`config.mk`:
```
export PLATFORM = sky130hd
export DESIGN_NAME = safety_start_ctrl
export DESIGN_NICKNAME = d
export VERILOG_FILES = /design/src/rtl/safety_start_pkg.sv /design/src/rtl/test_pulse_gen.sv /design/src/rtl/safety_start_ctrl.sv
export VERILOG_INCLUDE_DIRS = /design/src /design/src/rtl
export SDC_FILE = /design/constraint.sdc
export NUM_CORES = 1
export LEC_CHECK = 0
export ABC_AREA = 1
export BUFFER_PORTS_ARGS = -buffer_cell sky130_fd_sc_hd__buf_2
export CORE_MARGIN = 8
export CORE_UTILIZATION = 54
export CTS_CLUSTER_DIAMETER = 80
export CTS_CLUSTER_SIZE = 40
export DETAILED_ROUTE_END_ITERATION = 10
export MAX_ROUTING_LAYER = met4
export PLACE_DENSITY = 0.77
export SLEW_MARGIN = 0
export SYNTH_ARGS = -nofsm -noshare
export SYNTH_HDL_FRONTEND = slang
export SYNTH_SLANG_ARGS = --single-unit
```
`constraint.sdc`:
```
create_clock -name core_clk -period 4 [get_ports core_clk]
set_input_delay 0.6 -clock core_clk [delete_from_list [all_inputs] [get_ports core_clk]]
set_output_delay 0.6 -clock core_clk [all_outputs]
set_load 0.05 [all_outputs]
```
`src/rtl/safety_start_map.svh`:
```
// constants for the safety switch start logic
`ifndef SAFETY_START_MAP_SVH
`define SAFETY_START_MAP_SVH
`define CLK_PERIOD_PS       32'd5000
`define START_MIN_MS        32'd100
`define START_MAX_MS        32'd2000
`define START_MIN_CYC       (((`START_MIN_MS) * 64'd1000000000 + `CLK_PERIOD_PS - 1) / `CLK_PERIOD_PS)
`define START_MAX_CYC       (((`START_MAX_MS) * 64'd1000000000) / `CLK_PERIOD_PS)
`define PULSE_PERIOD_CYC    32'd2000
`define PULSE_WIDTH_CYC     32'd40
`define DETECT_WIN_CYC      32'd6000
`define PULSE_SEEN_MIN      3'h2
`endif

```
`src/rtl/safety_start_pkg.sv`:
```
// types for the safety switch start logic
package safety_start_pkg;
	typedef enum logic [1:0] {MODE_UNKNOWN, MODE_AUTO, MODE_MANUAL} start_mode_t;
	typedef enum logic [1:0] {ST_IDLE, ST_PRESSED, ST_ARMED, ST_ON} run_state_t;
endpackage : safety_start_pkg

```
`src/rtl/test_pulse_gen.sv`:
```
// periodic test pulse generator for the safety outputs
`timescale 1ns/1ps
`include "safety_start_map.svh"
module test_pulse_gen (
	input  wire logic core_clk,   // system clock
	input  wire logic rst_n,      // async reset, active low
	output logic      pulse_a,    // test pulse slot of output a
	output logic      pulse_b     // test pulse slot of output b, offset by half a period
);
	logic [31:0] cnt_reg;
	logic [31:0] cnt_next;
	logic        pa_next;
	logic        pb_next;

	// free-running period counter; b slot lies half a period later so the patterns differ
	assign cnt_next = (cnt_reg == `PULSE_PERIOD_CYC - 32'd1) ? 32'h0 : cnt_reg + 32'h1;
	assign pa_next  = (cnt_next < `PULSE_WIDTH_CYC);
	assign pb_next  = (cnt_next >= (`PULSE_PERIOD_CYC >> 1))
		&& (cnt_next < (`PULSE_PERIOD_CYC >> 1) + `PULSE_WIDTH_CYC);

	// registered outputs
	always_ff @(posedge core_clk or negedge rst_n) begin
		if (!rst_n) begin
			cnt_reg <= 32'h0;
			pulse_a <= 1'b0;
			pulse_b <= 1'b0;
		end else begin
			cnt_reg <= cnt_next;
			pulse_a <= pa_next;
			pulse_b <= pb_next;
		end
	end
endmodule : test_pulse_gen

```
`src/rtl/safety_start_ctrl.sv`:
```
// start/reset control of the non-contact safety switch
`timescale 1ns/1ps
`include "safety_start_map.svh"
// Overview of operation
// RL1: autostart turns outputs on once a valid actuator is present.
// RL2: manual mode needs valid actuator plus a press and release of reset.
// RL3: test pulses of output a seen on start input select autostart.
// RL4: no pulses seen means manual mode; start level change is the command.
// RL5: manual start fires on the falling edge of the high start level.
// RL6: start high time must lie between 100 ms and 2 s.
// RL7: for autostart the start input is wired to output a.
// RL8: in a chain, reset centrally and run switches in autostart.
// RL9: outputs stay off while safety inputs are not both energised.
// RL10: outputs on only if actuator valid and started; diag on otherwise.
// RL11: outputs carry test pulses when on and during device start.
module safety_start_ctrl (
	input  wire logic core_clk,         // system clock, 200 MHz
	input  wire logic rst_n,            // async reset, active low
	input  wire logic actuator_valid,   // actuator in response area with permissible coding
	input  wire logic safe_in_a,        // safety input a energised
	input  wire logic safe_in_b,        // safety input b energised
	input  wire logic start_in,         // start/reset input level
	output logic      safe_out_a,       // safety output a
	output logic      safe_out_b,       // safety output b
	output logic      diag_signal_out,  // diagnostic output
	output logic      auto_mode,        // startup behaviour is autostart
	output logic      start_fault       // last start pulse was out of its time window
);
	logic                         pulse_a;
	logic                         pulse_b;
	logic [31:0]                  win_reg;
	logic [2:0]                   seen_reg;
	logic                         start_d_reg;
	logic                         out_a_d_reg;
	logic [31:0]                  hi_cnt_reg;
	safety_start_pkg::start_mode_t mode_reg;
	safety_start_pkg::run_state_t  state_reg;
	safety_start_pkg::run_state_t  state_next;

	test_pulse_gen u_pulses (
		.core_clk (core_clk),
		.rst_n    (rst_n),
		.pulse_a  (pulse_a),
		.pulse_b  (pulse_b)
	);

	// true when the start input falls in the same cycle as the output ends its pulse
	function automatic logic pulse_echo(input logic out_prev, input logic out_now,
		input logic in_prev, input logic in_now);
		pulse_echo = out_prev && !out_now && in_prev && !in_now;
	endfunction : pulse_echo

	wire logic chain_ok    = safe_in_a && safe_in_b;
	// input decodes; a held level is not a press, only its rising edge is
	wire logic start_fall  = start_d_reg && !start_in;
	wire logic start_rise  = start_in && !start_d_reg;
	wire logic win_end     = (win_reg == `DETECT_WIN_CYC - 32'd1);
	// a bridged input falls in the very cycle output a ends its pulse; a button cannot
	// repeat that coincidence every period, which is why two echoes are required
	wire logic echo_a      = pulse_echo(out_a_d_reg, safe_out_a, start_d_reg, start_in);
	wire logic detecting   = (mode_reg == safety_start_pkg::MODE_UNKNOWN);
	// RL6: window check
	wire logic len_ok      = (hi_cnt_reg >= 32'(`START_MIN_CYC))
		&& (hi_cnt_reg <= 32'(`START_MAX_CYC));
	wire logic permit      = actuator_valid && chain_ok;
	wire logic outputs_on  = (state_reg == safety_start_pkg::ST_ON);

	// RL3: count echoes of output a while detecting
	always_ff @(posedge core_clk or negedge rst_n) begin
		if (!rst_n) begin
			win_reg  <= 32'h0;
			seen_reg <= 3'h0;
		end else if (detecting) begin
			win_reg  <= win_reg + 32'h1;
			if (echo_a && seen_reg != 3'h7)
				seen_reg <= seen_reg + 3'h1;
		end
	end

	// RL3: decide mode at the end of the detection window
	// RL4: no echo seen means manual monitored start
	// the mode then stays fixed until reset, so rewiring at run time changes nothing
	always_ff @(posedge core_clk or negedge rst_n) begin
		if (!rst_n) begin
			mode_reg <= safety_start_pkg::MODE_UNKNOWN;
		end else if (detecting && win_end) begin
			mode_reg <= (seen_reg >= `PULSE_SEEN_MIN) ? safety_start_pkg::MODE_AUTO
				: safety_start_pkg::MODE_MANUAL;
		end
	end

	// RL6: measure the high time of the start input, saturating
	// saturation keeps a stuck button from wrapping back into the accepted window
	always_ff @(posedge core_clk or negedge rst_n) begin
		if (!rst_n) begin
			start_d_reg <= 1'b0;
			hi_cnt_reg  <= 32'h0;
		end else begin
			start_d_reg <= start_in;
			if (!start_in)
				hi_cnt_reg <= 32'h0;
			else if (hi_cnt_reg != 32'hFFFFFFFF)
				hi_cnt_reg <= hi_cnt_reg + 32'h1;
		end
	end

	// run state: idle until start condition, on while permitted
	always_comb begin
		state_next = state_reg;
		unique case (state_reg)
			safety_start_pkg::ST_IDLE: begin
				// RL1: autostart needs only a valid actuator and both safety inputs energised
				if (mode_reg == safety_start_pkg::MODE_AUTO && permit)
					state_next = safety_start_pkg::ST_ON;
				// RL2: manual path opens only on a press that begins with actuator present
				else if (mode_reg == safety_start_pkg::MODE_MANUAL && permit && start_rise)
					state_next = safety_start_pkg::ST_PRESSED;
				// a press already held when the actuator arrives must be released first
				else if (mode_reg == safety_start_pkg::MODE_MANUAL && permit && start_in)
					state_next = safety_start_pkg::ST_ARMED;
			end
			safety_start_pkg::ST_PRESSED: begin
				// RL5: release edge with a good length starts
				if (!permit)
					state_next = safety_start_pkg::ST_IDLE;
				else if (start_fall)
					state_next = len_ok ? safety_start_pkg::ST_ON : safety_start_pkg::ST_IDLE;
			end
			safety_start_pkg::ST_ARMED: begin
				// RL2: held press is void; wait for its release, never start from it
				if (!start_in || !permit)
					state_next = safety_start_pkg::ST_IDLE;
			end
			safety_start_pkg::ST_ON: begin
				// RL9: loss of chain or actuator drops the outputs
				if (!permit)
					state_next = safety_start_pkg::ST_IDLE;
			end
		endcase
	end

	// state register and fault flag
	always_ff @(posedge core_clk or negedge rst_n) begin
		if (!rst_n) begin
			state_reg   <= safety_start_pkg::ST_IDLE;
			start_fault <= 1'b0;
		end else begin
			state_reg <= state_next;
			if (state_reg == safety_start_pkg::ST_PRESSED && start_fall)
				start_fault <= !len_ok;
		end
	end

	// RL10: outputs and diag from state; RL11: test pulses while on and while detecting
	always_ff @(posedge core_clk or negedge rst_n) begin
		if (!rst_n) begin
			safe_out_a      <= 1'b0;
			safe_out_b      <= 1'b0;
			diag_signal_out <= 1'b1;
			auto_mode       <= 1'b0;
			out_a_d_reg     <= 1'b0;
		end else begin
			// a pulse drives the line low when on and high briefly while detecting
			safe_out_a      <= (state_next == safety_start_pkg::ST_ON) ? !pulse_a
				: (detecting && pulse_a);
			safe_out_b      <= (state_next == safety_start_pkg::ST_ON) ? !pulse_b
				: (detecting && pulse_b);
			diag_signal_out <= (state_next != safety_start_pkg::ST_ON);
			auto_mode       <= (mode_reg == safety_start_pkg::MODE_AUTO);
			// delayed copy of output a, used to find the end of each pulse for the echo
			out_a_d_reg     <= safe_out_a;
		end
	end

	// checks: each guards one rule of the logic above; reset masks them all
	a_chain_gates_out: assert property (@(posedge core_clk) disable iff (!rst_n) // RL9
		!chain_ok |=> !outputs_on) else $error("outputs on with chain off");
	a_actuator_gates: assert property (@(posedge core_clk) disable iff (!rst_n) // RL10
		!actuator_valid |=> !outputs_on) else $error("outputs on without actuator");
	a_auto_starts: assert property (@(posedge core_clk) disable iff (!rst_n) // RL1
		(mode_reg == safety_start_pkg::MODE_AUTO && permit
		&& state_reg == safety_start_pkg::ST_IDLE)
		|=> outputs_on) else $error("autostart did not switch on");
	a_manual_edge: assert property (@(posedge core_clk) disable iff (!rst_n) // RL5
		(mode_reg == safety_start_pkg::MODE_MANUAL && $rose(outputs_on))
		|-> $past(start_fall)) else $error("manual start without release");
	a_manual_press: assert property (@(posedge core_clk) disable iff (!rst_n) // RL2
		(mode_reg == safety_start_pkg::MODE_MANUAL && $rose(outputs_on))
		|-> $past(state_reg) == safety_start_pkg::ST_PRESSED) else $error("no press seen");
	a_held_refused: assert property (@(posedge core_clk) disable iff (!rst_n) // RL2
		(state_reg == safety_start_pkg::ST_IDLE && start_in && start_d_reg)
		|=> state_reg != safety_start_pkg::ST_PRESSED) else $error("held press accepted");
	a_len_window: assert property (@(posedge core_clk) disable iff (!rst_n) // RL6
		(state_reg == safety_start_pkg::ST_PRESSED && start_fall && !len_ok)
		|=> !outputs_on && start_fault) else $error("bad start length accepted");
	a_good_release: assert property (@(posedge core_clk) disable iff (!rst_n) // RL5
		(state_reg == safety_start_pkg::ST_PRESSED && start_fall && len_ok && permit)
		|=> outputs_on && !start_fault) else $error("good release did not start");
	a_mode_select: assert property (@(posedge core_clk) disable iff (!rst_n) // RL3
		(detecting && win_end && seen_reg >= `PULSE_SEEN_MIN)
		|=> mode_reg == safety_start_pkg::MODE_AUTO) else $error("autostart not chosen");
	a_manual_select: assert property (@(posedge core_clk) disable iff (!rst_n) // RL4
		(detecting && win_end && seen_reg == 3'h0)
		|=> mode_reg == safety_start_pkg::MODE_MANUAL) else $error("manual not chosen");
	a_mode_fixed: assert property (@(posedge core_clk) disable iff (!rst_n) // RL3
		!detecting |=> $stable(mode_reg)) else $error("mode changed after decision");
	a_quiet_deciding: assert property (@(posedge core_clk) disable iff (!rst_n) // RL10
		detecting |=> !outputs_on) else $error("outputs on before mode decided");
	a_diag_when_off: assert property (@(posedge core_clk) disable iff (!rst_n) // RL10
		!permit |=> diag_signal_out) else $error("diag off without actuator or chain");
	a_pulse_when_on: assert property (@(posedge core_clk) disable iff (!rst_n) // RL11
		(outputs_on && $past(outputs_on) && $past(pulse_a)) |-> !safe_out_a)
		else $error("no test pulse on output a");
	a_pulse_b_when_on: assert property (@(posedge core_clk) disable iff (!rst_n) // RL11
		(outputs_on && $past(outputs_on) && $past(pulse_b)) |-> !safe_out_b)
		else $error("no test pulse on output b");
	// covers for the main paths
	c_auto_on: cover property (@(posedge core_clk) disable iff (!rst_n)
		auto_mode && $rose(outputs_on));
	c_manual_on: cover property (@(posedge core_clk) disable iff (!rst_n)
		mode_reg == safety_start_pkg::MODE_MANUAL && $rose(outputs_on));
	c_bad_start: cover property (@(posedge core_clk) disable iff (!rst_n) $rose(start_fault));
	c_held_press: cover property (@(posedge core_clk) disable iff (!rst_n)
		state_reg == safety_start_pkg::ST_ARMED);
	c_drop_out: cover property (@(posedge core_clk) disable iff (!rst_n) $fell(outputs_on));
endmodule : safety_start_ctrl

```
# --- Word-level counts from Yosys, hierarchy flattened ---
# Index checks and enable logic that the tools add are counted.
# Widths: inputs -> output; s select.
classes:
  div_mod_pow: 0
  bitwise_logic: 0
  mul: 0
  shift: 0
  n_addsub: 4
  mux: 15
  n_lt_le_gt_ge: 6
  n_reduce_logical: 29
  n_eq_ne: 12
op_table:
  columns: ["op", "n"]
  rows:
  - ["$add 32x1->32 const B", 3]
  - ["$mux 32", 3]
  - ["$eq 32x11->1 const B", 1]
  - ["$eq 32x13->1 const B", 1]
  - ["$ge 32x10->1 const B", 1]
  - ["$ge 32x25->1 const B", 1]
  - ["$le 32x29->1 const B", 1]
  - ["$lt 32x11->1 const B", 1]
  - ["$lt 32x6->1 const B", 1]
  - ["$ne 32x32->1 const B", 1]
  - ["$logic_and 1x1->1", 18]
  - ["$mux 2", 9]
  - ["$eq 2x2->1 const B", 4]
  - ["$pmux 2 s4", 1]
  - ["$logic_not 1->1", 7]
  - ["$eq 2x1->1 const B", 2]
  - ["$logic_not 2->1", 2]
  - ["$add 3x1->3 const B", 1]
  - ["$ge 3x2->1 const B", 1]
  - ["$ne 3x3->1 const B", 1]
  - ["$mux 1", 2]
  - ["$ne 2x1->1 const B", 1]
  - ["$ne 2x2->1 const B", 1]
  - ["$reduce_and 2->1", 1]
  - ["$logic_or 1x1->1", 1]
word_totals:
  memories: 0
  reg_bits: 112
  mem_bits_ro: 0
  ram_bits: 0
  out_inout_bits: 5
  latchBits: 0

# --- Depth between registers and ports, before layout ---
# Gate-level depths: netlist of run 1.
depth:
  word_depth: 10
  depth_mapped: 15
  ltp_nobuf: 14

# --- Modules after synthesis ---
# Synthesis of run 1 repeated with hierarchy kept, for this count alone.
hier_totals:
  cells_unflattened: 922
  area_unflattened_um2: 6845.3
modules_own_cells:
  columns: ["mod", "cells_per_inst", "seq_area_each_um2", "instances", "area_per_inst_um2"]
  rows:
  - ["safety_start_ctrl", 568, 1953.1, 1, 4586.9]
  - ["test_pulse_gen", 354, 850.8, 1, 2258.4]

# --- Worst setup path after synthesis of run 1 ---
# No wires, ideal clock.
synth_path:
  path_type: "reg-to-reg"
  start: "register u_pulses.cnt_reg[0]"
  end: "register u_pulses.pulse_b"
  arrival_ns: 1.694
  path_slack_ns: 2.235
  t_required_ns: 3.929
  setup_time_ns: 0.071
  path_buffers: 0
  stages_incl_launch_ff: 14
  cell_sequence: "dfrtp_1 -> ha_1 -> nand2_2 -> nor2_4 -> nand2_1 -> nor2_2 -> nand2_1 -> xor2_1 -> nand2_1 -> nor2_1 -> nand2_1 -> nor2_1 -> nand2_1 -> nor2_1"
synth_via:
  elab_chain_cells: 4
synth_lines:
  columns: ["element", "line", "source"]
  rows:
  - ["start, declared", "test_pulse_gen.sv:10", "logic [31:0] cnt_reg;"]
  - ["start signal, assigned", "test_pulse_gen.sv:28", "cnt_reg <= cnt_next;"]
  - ["$add 32x1->32 / $eq 32x11->1 (equally long branches)", "test_pulse_gen.sv:16", "assign cnt_next = (cnt_reg == `PULSE_PERIOD_CYC - 32'd1) ? 32'h0 : cnt_reg + 32'h1;"]
  - ["$mux 32 (*)", "test_pulse_gen.sv:16", null]
  - ["$ge 32x10->1 / $lt 32x11->1 (equally long branches)", null, null]
  - ["$logic_and 1x1->1 (*)", "test_pulse_gen.sv:18", "assign pb_next = (cnt_next >= (`PULSE_PERIOD_CYC >> 1))"]
  - ["via u_pulses.pb_next", "test_pulse_gen.sv:13", "logic pb_next;"]
  - ["end signal, assigned", "test_pulse_gen.sv:30", "pulse_b <= pb_next;"]
  - ["end, declared", "test_pulse_gen.sv:8", "output logic pulse_b"]
# Mark *: on every way through the listed nets, which the timed path passes. The rest lies on a longest branch.
# A chain may end at the register's enable or synchronous reset.

# --- Worst setup path after layout of run 1 ---
layout_path:
  start: "register hi_cnt_reg[1]"
  end: "register hi_cnt_reg[0]"
layout_via:
  elab_chain_cells: 2
layout_lines:
  columns: ["element", "line", "source"]
  rows:
  - ["start, declared", "safety_start_ctrl.sv:35", "logic [31:0] hi_cnt_reg;"]
  - ["start signal, assigned", "safety_start_ctrl.sv:103", "hi_cnt_reg <= hi_cnt_reg + 32'h1;"]
  - ["$ne 32x32->1", "safety_start_ctrl.sv:102", "else if (hi_cnt_reg != 32'hFFFFFFFF)"]
  - ["$ne 2x1->1 (no line)", null, null]
# Every way passes these cells.

==> reports/qor.csv, run 1 <==
metric,value,unit
status,finished clean,
Yosys reg bits,112,
Leakage Power,0.00354,µW
I/O pins,11,
sequential share of the synthesized area,41.9,%
FMAX,423,MHz
post-synth cell types,37,
Startpoint Class,flip-flop,
Final TNS setup,0,ns
Tcrit/Tclk final,59.1,%
Clock Latency Late Sink,0.36,ns
DRC Markers,0,
Final Hold Violating Endpoints,0,
synth-to-layout area growth,8.38,%
clock sinks,112,
RSZ-0062 raised after global routing,no,
IO Port Bufs,10,
vias in the first global route,5634,
Initial Util,55.5,%
power density over the cells,290,nW/µm²
clock skew,0.00888,ns
vias per cell,5.28,
CTS resizes,0,
H-tree Lvls,3,
mapped cell area,6690,µm²
Worst EP required,4.21,ns
Peak VDD IR,0.000267,V
most frequent cells in the layout,"nand2_1, nor2_1, inv_1",
CTS Buf Count,9,
drt initial violations,417,
dpl ws,1.58,ns
clock transition at the registers of the reported paths,0.08,ns
fin worst setup slack,1.64,ns
max-cap viol count,0,
Final Critical Period,2.36,ns
post-synth top area cell,dfrtp_1,
cts-stage hold buffer count,0,
largest net degree at the start of global routing,60,
total global-route track usage,20.8,%
Synthesized Nets,947,
"commonest non-fill, non-tap cell in the layout",nand2_1,
DP Wirelength,12000,µm
Worst EP arrival,2.57,ns
total gr overflow,0,
Avg Inst Size Synth,7.16,µm²
# nets final,964,
Hold Crit Class,in2async,
first-pass GRT wire length,26600,µm
Post-CTS Setup Inserts,0,
Core Area,12100,µm²
1st-pass router iterations,5,
Row Count,40,
DIE WIDTH,127,µm
CP max FO,20,
Antenna Violating Nets Remaining,0,
setup violators final,0,
Final Power,2100,µW
WHS,0.291,ns
synth top area cells,"dfrtp_1, nand2_1, nor2_1",
kind of critical path,reg2reg,
number of diodes,0,
share of the synthesized area in the top cell type,41.5,%
layout cells sized above 1,8.26,%
DR WL/cell,13.7,µm
crit end category,flip-flop,
WL final,15300,µm
GP Congestion,0.955,
Least-Margin Pin Slew,0.779,ns
largest buffer count on any clock path,2,
Die Y,127,µm
Pins Over Slew Limit,0,
CTS tree,yes,
Syn Inst Count,934,
yosys synthesis warning count,0,
via count,5930,
Max-slew headroom,47.9,%
Die Area,16200,µm²
clk root buf,clkbuf_16,
initial antenna violation count,0,
==> worst paths after layout <==
kind | startpoint | endpoint | slack (ns) | depth (start not counted)
max | hi_cnt_reg[1] | hi_cnt_reg[0] | 1.64 | 10
min | rst_n | u_pulses.cnt_reg[23] | 0.29 | 1
max reg2reg | hi_cnt_reg[1] | hi_cnt_reg[0] | 1.64 | 10
min reg2reg | safe_out_a | out_a_d_reg | 0.43 | 0
max in group asynchronous | rst_n | diag_signal_out | 2.84 | 2
min in group core_clk | safe_out_a | out_a_d_reg | 0.43 | 0
==> Yosys cell counts, drive strengths merged <==
library cell / number
nand2: 252
nor2: 177
inv: 125
dfrtp: 111
nand3: 77
xor2: 36
nor3: 34
o21ai: 26
nand4: 20
a21oi: 16
nor4: 14
xnor2: 8
ha: 7
or2: 7
clkbuf: 5
o31ai: 5
a21o: 2
a31oi: 2
and3: 2
nor3b: 2
a2bb2oi: 1
buf: 1
dfstp: 1
mux2: 1
nand3b: 1
o21a: 1
==> report_power, final <==
part           internal [µW]  leakage [µW]  total [µW]  switching, µW
Sequential              1140       0.00152        1140           3.95
Combinational           9.60       0.00187        47.2           37.6
Clock                    460      0.000147         916            456
==> cell type report <==
cell class                 instances  area [µm²]
timing repair buffer              12        67.6
fill                            1151        4810
sequential                       112        2800
inverter                         125         469
multi-input combinational        691        3390
clock buffer                      10         239
tap                              168         210
clock inverter                     6        68.8
==> stage by stage <==
step | utilization (%) | std cells | area [µm²]
finish | 60.1 | 1124 | 7250
global route | 60.1 | 1124 | 7250
CTS | 60.1 | 1124 | 7250
detailed placement | 57.6 | 1108 | 6940
global placement | 57.6 | 1108 | 6940
floorplan | - | 934 | 6690
==> critical path: stages, from the launching register on <==
cell and delay (ns):
dfrtp_1 0.39, ha_1 0.21, nand2_1 0.06, inv_1 0.10, nand3_2 0.16, nor2_4 0.17
inv_2 0.07, nor2_1 0.13, nand3_1 0.58, nand3_1 0.23, o21ai_0 0.10
==> cell families (layout without fill, tap and decap cells) <==
logic type / Yosys count / count (layout) / share of synthesized area, %
adder cells (fa/ha/maj): 7 / 7 / 1.31
multiplexers: 1 / 1 / 0.168
buffers and inverters: 131 / 153 / 7.39
AND/OR/NAND/NOR: 586 / 586 / 38.9
flip-flops: 112 / 112 / 41.9
XOR/XNOR: 44 / 44 / 5.87
AO/OA/AOI/OAI: 53 / 53 / 4.41
==> routing by layer <==
layer | routed length, µm | global-route usage (%) | up-vias
li1 | - | - | 3008
met1 | 7000 | 26.3 | 2733
met2 | 7220 | 32.7 | 150
met3 | 605 | 3.08 | 39
met4 | 527 | 9.52 | 0
met5 | 0 | - | -
Note: power is estimated with default switching activity, not from simulation.
==> run 2: changes to the inputs <==
--- a/config.mk
+++ b/config.mk
@@ -14,7 +14,7 @@
 export CTS_CLUSTER_SIZE = 40
 export DETAILED_ROUTE_END_ITERATION = 10
 export MAX_ROUTING_LAYER = met4
-export PLACE_DENSITY = 0.77
+export PLACE_DENSITY = 0.8
 export SLEW_MARGIN = 0
 export SYNTH_ARGS = -nofsm -noshare
 export SYNTH_HDL_FRONTEND = slang
==> constraint.sdc (replaced) <==
create_clock -name core_clk -period 2.07 [get_ports core_clk]
set_input_delay 0.3105 -clock core_clk [delete_from_list [all_inputs] [get_ports core_clk]]
set_output_delay 0.3105 -clock core_clk [all_outputs]
set_load 0.05 [all_outputs]
==> reports/qor.csv, run 2 (synthesis gave the netlist of run 1 again) <==
metric,value,unit,change
1st-pass router iterations,5,,unchanged
DIE WIDTH,127,µm,unchanged
# nets final,997,,+3.4%
power density over the cells,536,nW/µm²,+85%
WHS Path Cells,1,,
crit end category,flip-flop,,
GP Congestion,0.986,,+3.3%
Die Y,127,µm,unchanged
setup violators final,0,,unchanged
status,finished clean,,
drt initial violations,605,,+45%
initial antenna violation count,0,,unchanged
Die Area,16200,µm²,unchanged
Final Hold Violating Endpoints,0,,unchanged
vias in the first global route,5882,,+4.4%
CTS Buf Count,9,,unchanged
vias per cell,5.33,,+1.1%
Hold Crit Class,in2reg,,
total gr overflow,0,,unchanged
Worst EP required,2.37,ns,-1.84 ns
layout cells sized above 1,13.4,%,+5.2 points
IO Port Bufs,10,,unchanged
most used routing layer in global routing,met2,,
clk root buf,clkbuf_16,,
"commonest non-fill, non-tap cell in the layout",nand2_1,,
WL final,16600,µm,+8.0%
largest net degree at the start of global routing,43,,-28%
met3 Usage GRT,4.12,%,+1.0 points
H-tree Lvls,3,,unchanged
# fillers,1059,,-8.0%
Startpoint Class,flip-flop,,
total global-route track usage,21.6,%,+0.71 points
FMAX,488,MHz,+15%
Peak VDD IR,0.000577,V,+120%
I/O pins,11,,unchanged
dpl ws,0.00305,ns,-1.58 ns
Clock Latency Late Sink,0.36,ns,about the same
Least-Margin Pin Slew,0.443,ns,-0.336 ns
Initial Util,55.5,%,unchanged
Tcrit/Tclk final,98.9,%,+40 points
met2 Usage GRT,33.2,%,+0.53 points
CP max FO,6,,-70%
Row Count,40,,unchanged
first-pass GRT wire length,27700,µm,+4.3%
clock skew,0.0137,ns,+0.00484 ns
Worst EP arrival,2.34,ns,-0.23 ns
fin worst setup slack,0.0219,ns,-1.62 ns
area of the multi-input gates,3500,µm²,+3.1%
RSZ-0062 raised after global routing,yes,,
DRC Markers,0,,unchanged
clock transition at the registers of the reported paths,0.08,ns,about the same
largest buffer count on any clock path,2,,unchanged
max-cap viol count,0,,unchanged
Antenna Violating Nets Remaining,0,,unchanged
design area,7620,µm²,+5.1%
most frequent cells in the layout,"nand2_1, nor2_1, inv_1",,
CTS tree,yes,,
final cell count without fillers,1157,,+2.9%
clock sinks,112,,unchanged
Leakage Power,0.00373,µW,+5.5%
DR WL/cell,14.3,µm,+4.9%
met1 Usage GRT,27.5,%,+1.2 points
DP Wirelength,12600,µm,+4.6%
kind of critical path,reg2reg,,
worst r2r path cells,13,,+3
Pins Over Slew Limit,0,,unchanged
Max-slew headroom,70.5,%,+23 points
number of diodes,0,,unchanged
area of placed instances,7080,µm²,+1.9%
synth-to-layout area growth,13.9,%,
total area of sequential cells,2800,µm²,unchanged
via count,6169,,+4.0%
dpl cells,1124,,+1.4%
Final Critical Period,2.05,ns,-0.315 ns
Core Area,12100,µm²,unchanged
## run 2: cell count changes in the layout (fill, tap and decap cells not counted), sizes merged
cell,before,now
clkinvlp,1,0
inv,128,129
clkbuf,10,9
dlygate4sd3,0,1
clkinv,2,3
buf,12,44
## run 2: per-stage QoR
| stage | TNS [ns] | hold WS [ns] | util [%] | power, µW |
|---|---|---|---|---|
| finish | 0 | 0.216 | 63.2 | 4090 |
| global route | -0.464 | 0.201 | 63.2 | 4230 |
| CTS | 0 | 0.199 | 61.3 | 4130 |
| detailed placement | 0 | 0.290 | 58.7 | 2350 |
| global placement | 0 | 0.286 | 58.7 | 2350 |
| floorplan | 0 | 0.0149 | - | 2280 |
## run 2: worst max-delay path: stages (launching register included)
cell	delay (ns)
dfrtp_1	0.37
ha_2	0.20
nand2_2	0.08
nor2_4	0.20
buf_4	0.14
inv_2	0.04
nor2_4	0.16
xor2_2	0.17
nand2_1	0.09
nor2_2	0.13
nand3_2	0.10
nor2_1	0.11
nand2_1	0.08
nor2_1	0.10
## run 2: what timing repair did
action,4_1_cts,5_1_grt
gates resized for setup,1,28
hold endpoints to repair,29,0
endpoints found under the setup margin,1,25
hold buffers,1,0
pin swaps,0,17
buffers inserted,0,16
## run 2: report_power, final
group / total [µW] / switching [µW] / internal, µW / leakage (µW)
combinational: 107 / 77.9 / 29.3 / 0.00206
sequential: 2200 / 7.61 / 2190 / 0.00152
clock: 1780 / 910 / 867 / 0.000150
## run 2: layout make-up
cell class                      instances  area share [%]
Sequential cell                       112            36.8
Multi-Input combinational cell        691            45.9
Tap cell                              168            2.76
Timing Repair Buffer                   45            4.38
Clock buffer                            9            2.96
Inverter                              125            6.16
Clock inverter                          7            1.07
## run 2: path summary, 6_finish.rpt
kind	from	endpoint	slack, ns
max in group asynchronous	rst_n	win_reg[4]	0.99
min in group asynchronous	rst_n	u_pulses.cnt_reg[22]	0.43
min	start_in	start_d_reg	0.22
min reg2reg	safe_out_a	out_a_d_reg	0.44
max reg2reg	u_pulses.cnt_reg[1]	u_pulses.pulse_a	0.02
max	u_pulses.cnt_reg[1]	u_pulses.pulse_a	0.02
## run 2: layer usage
metal	wire, µm	part of all wire [%]	vias to the layer above
met5	0	0	-
met4	490	3.0	0
met3	809	4.9	46
met2	7780	47	203
met1	7490	45	2859
li1	-	-	3061
==> run 3: changes to the inputs <==
--- a/config.mk
+++ b/config.mk
@@ -14,7 +14,7 @@
 export CTS_CLUSTER_SIZE = 40
 export DETAILED_ROUTE_END_ITERATION = 10
 export MAX_ROUTING_LAYER = met4
-export PLACE_DENSITY = 0.8
+export PLACE_DENSITY = 0.77
 export SLEW_MARGIN = 0
 export SYNTH_ARGS = -nofsm -noshare
 export SYNTH_HDL_FRONTEND = slang
==> constraint.sdc (replaced) <==
create_clock -name core_clk -period 2.1 [get_ports core_clk]
set_input_delay 0.315 -clock core_clk [delete_from_list [all_inputs] [get_ports core_clk]]
set_output_delay 0.315 -clock core_clk [all_outputs]
set_load 0.05 [all_outputs]
==> reports/qor.csv, run 3 (synthesis gave the netlist of run 1 again) <==
metric,value,unit,change
crit end category,flip-flop,,
Slowest Stage Delay on Critical Path,0.40,ns,+0.03 ns
CP max FO,6,,unchanged
1st-pass router iterations,5,,unchanged
status,finished clean,,
RSZ-0062 raised after global routing,yes,,
met2 wire len,7910,µm,+1.6%
Peak VDD IR,0.000386,V,-33%
Die Area,16200,µm²,unchanged
WHS,0.296,ns,+0.0798 ns
Tcrit/Tclk final,96.8,%,-2.1 points
"commonest non-fill, non-tap cell in the layout",nand2_1,,
fin worst setup slack,0.0670,ns,+0.0452 ns
clock sinks,112,,unchanged
Met3 Wirelength,780,µm,-3.6%
clk root buf,clkbuf_16,,
# fillers,1071,,+1.1%
most frequent cells in the layout,"nand2_1, nor2_1, inv_1",,
clock skew,0.0136,ns,-0.0000725 ns
IO Port Bufs,10,,unchanged
clock transition at the registers of the reported paths,0.08,ns,about the same
DP Wirelength,12700,µm,+1.4%
vias in the first global route,5780,,-1.7%
DR WL/cell,14.3,µm,+0.17%
FMAX,492,MHz,+0.75%
first-pass GRT wire length,27600,µm,-0.52%
H-tree Lvls,3,,unchanged
Worst EP required,2.39,ns,+0.02 ns
max-cap viol count,0,,unchanged
Max-slew headroom,57.2,%,-13 points
Hold Crit Class,in2reg,,
total gr overflow,0,,unchanged
Least-Margin Pin Slew,0.642,ns,+0.199 ns
Antenna Violating Nets Remaining,0,,unchanged
CTS Buf Count,9,,unchanged
Worst EP arrival,2.32,ns,-0.02 ns
synth-to-layout area growth,13.3,%,
Core Area,12100,µm²,unchanged
drt initial violations,588,,-2.8%
DRC Markers,0,,unchanged
Startpoint Class,flip-flop,,
power density over the cells,532,nW/µm²,-0.67%
Initial Util,55.5,%,unchanged
DRT met1 WL,7300,µm,-2.5%
Clock Latency Late Sink,0.36,ns,about the same
I/O pins,11,,unchanged
DIE WIDTH,127,µm,unchanged
slowest CP cell,dfrtp_1,,
worst-path cell chain,ha_2 -> nand2_2 -> nor2_4 -> buf_6 -> inv_4 -> nor2_1 -> nand2_1 -> nor2_4 -> a21o_1 -> nand3_2 -> nor3_2 -> nand2_1 -> nor2_1,,
layout cells sized above 1,12.7,%,-0.71 points
dpl ws,-0.0309,ns,-0.0339 ns
Row Count,40,,unchanged
via count,6094,,-1.2%
largest net degree at the start of global routing,49,,+14%
GP Congestion,0.995,,+0.90%
Leakage Power,0.00368,µW,-1.4%
max layer used,met4,,
Die Y,127,µm,unchanged
vias per cell,5.30,,-0.53%
setup violators final,0,,unchanged
Final Hold Violating Endpoints,0,,unchanged
WL final,16500,µm,-0.53%
kind of critical path,reg2reg,,
initial antenna violation count,0,,unchanged
Pins Over Slew Limit,0,,unchanged
total global-route track usage,21.6,%,+0.083 points
CTS tree,yes,,
largest buffer count on any clock path,2,,unchanged
number of diodes,0,,unchanged
# nets final,989,,-0.80%
Final Critical Period,2.03,ns,-0.0152 ns
==> run 3: changes by cell type in the layout (fill, tap and decap cells not counted), moves of 2 or more <==
cell,previous run,this run
inv_8,2,4
dfrtp_1,111,109
nand3_2,8,5
nand3_1,68,70
buf_4,33,23
nor3_2,3,6
nor2_1,152,154
nor2_2,14,12
nor3_1,30,28
nand2_2,11,9
dfrtp_2,0,2
==> run 3: path summary, 6_finish.rpt <==
check                                         start                    to  slack, ns  cells after the start
worst min-delay path                       start_in        hi_cnt_reg[26]       0.30                      3
min in group asynchronous                     rst_n  u_pulses.cnt_reg[21]       0.52                      2
worst max-delay path            u_pulses.cnt_reg[1]      u_pulses.pulse_a       0.07                     13
worst max register to register  u_pulses.cnt_reg[1]      u_pulses.pulse_a       0.07                     13
worst min register to register           safe_out_a           out_a_d_reg       0.43                      0
max in group asynchronous                     rst_n  u_pulses.cnt_reg[27]       0.94                      3
==> run 3: repair_timing <==
action,4_1_cts,5_1_grt
endpoints found under the hold margin,5,0
setup endpoints to repair,1,16
hold buffers,1,0
resized for setup,1,31
setup buffers,0,11
pin swaps,0,15
==> run 3: per-stage QoR <==
stage	std cells	TNS, ns	util [%]	cell area, µm²	total power, µW
floorplan	934	0	-	6690	2240
global placement	1121	0	58.6	7070	2320
detailed placement	1121	-0.0309	58.6	7070	2320
CTS	1138	0	61.3	7390	4060
global route	1149	-0.231	62.8	7580	4170
finish	1149	0	62.8	7580	4040
==> run 3: worst max-delay path: cells and delay by family, from the launching register on <==
kind | cells | cell delay, ns
compound gates | 1 | 0.13
buf+inv | 2 | 0.18
simple gates | 9 | 1.07
flops | 1 | 0.40
fa+ha+maj | 1 | 0.21
==> run 3: metal layers <==
metal / global-route usage [%] / up-vias
met1: 26.9 / 2794
li1: - / 3052
met3: 4.12 / 47
met2: 34.8 / 201
met4: 7.49 / 0
met5: - / -
==> run 3: final cells by class <==
type / count / area, µm² / area share, %
repair buffers: 37 / 290 / 3.83
multi-input cells: 691 / 3500 / 46.1
flip-flops and latches: 112 / 2810 / 37.0
clock inverters: 7 / 78.8 / 1.04
clock buffers: 9 / 225 / 2.97
inverters: 125 / 472 / 6.22
well taps: 168 / 210 / 2.77
==> run 3: report_power, final <==
group,total (µW),switching (µW),internal (µW),leakage (µW)
registers,2170,7.22,2160,0.00152
logic,107,76.3,30.7,0.00200
clock network,1760,902,858,0.000151
total,4040,985,3050,0.00368
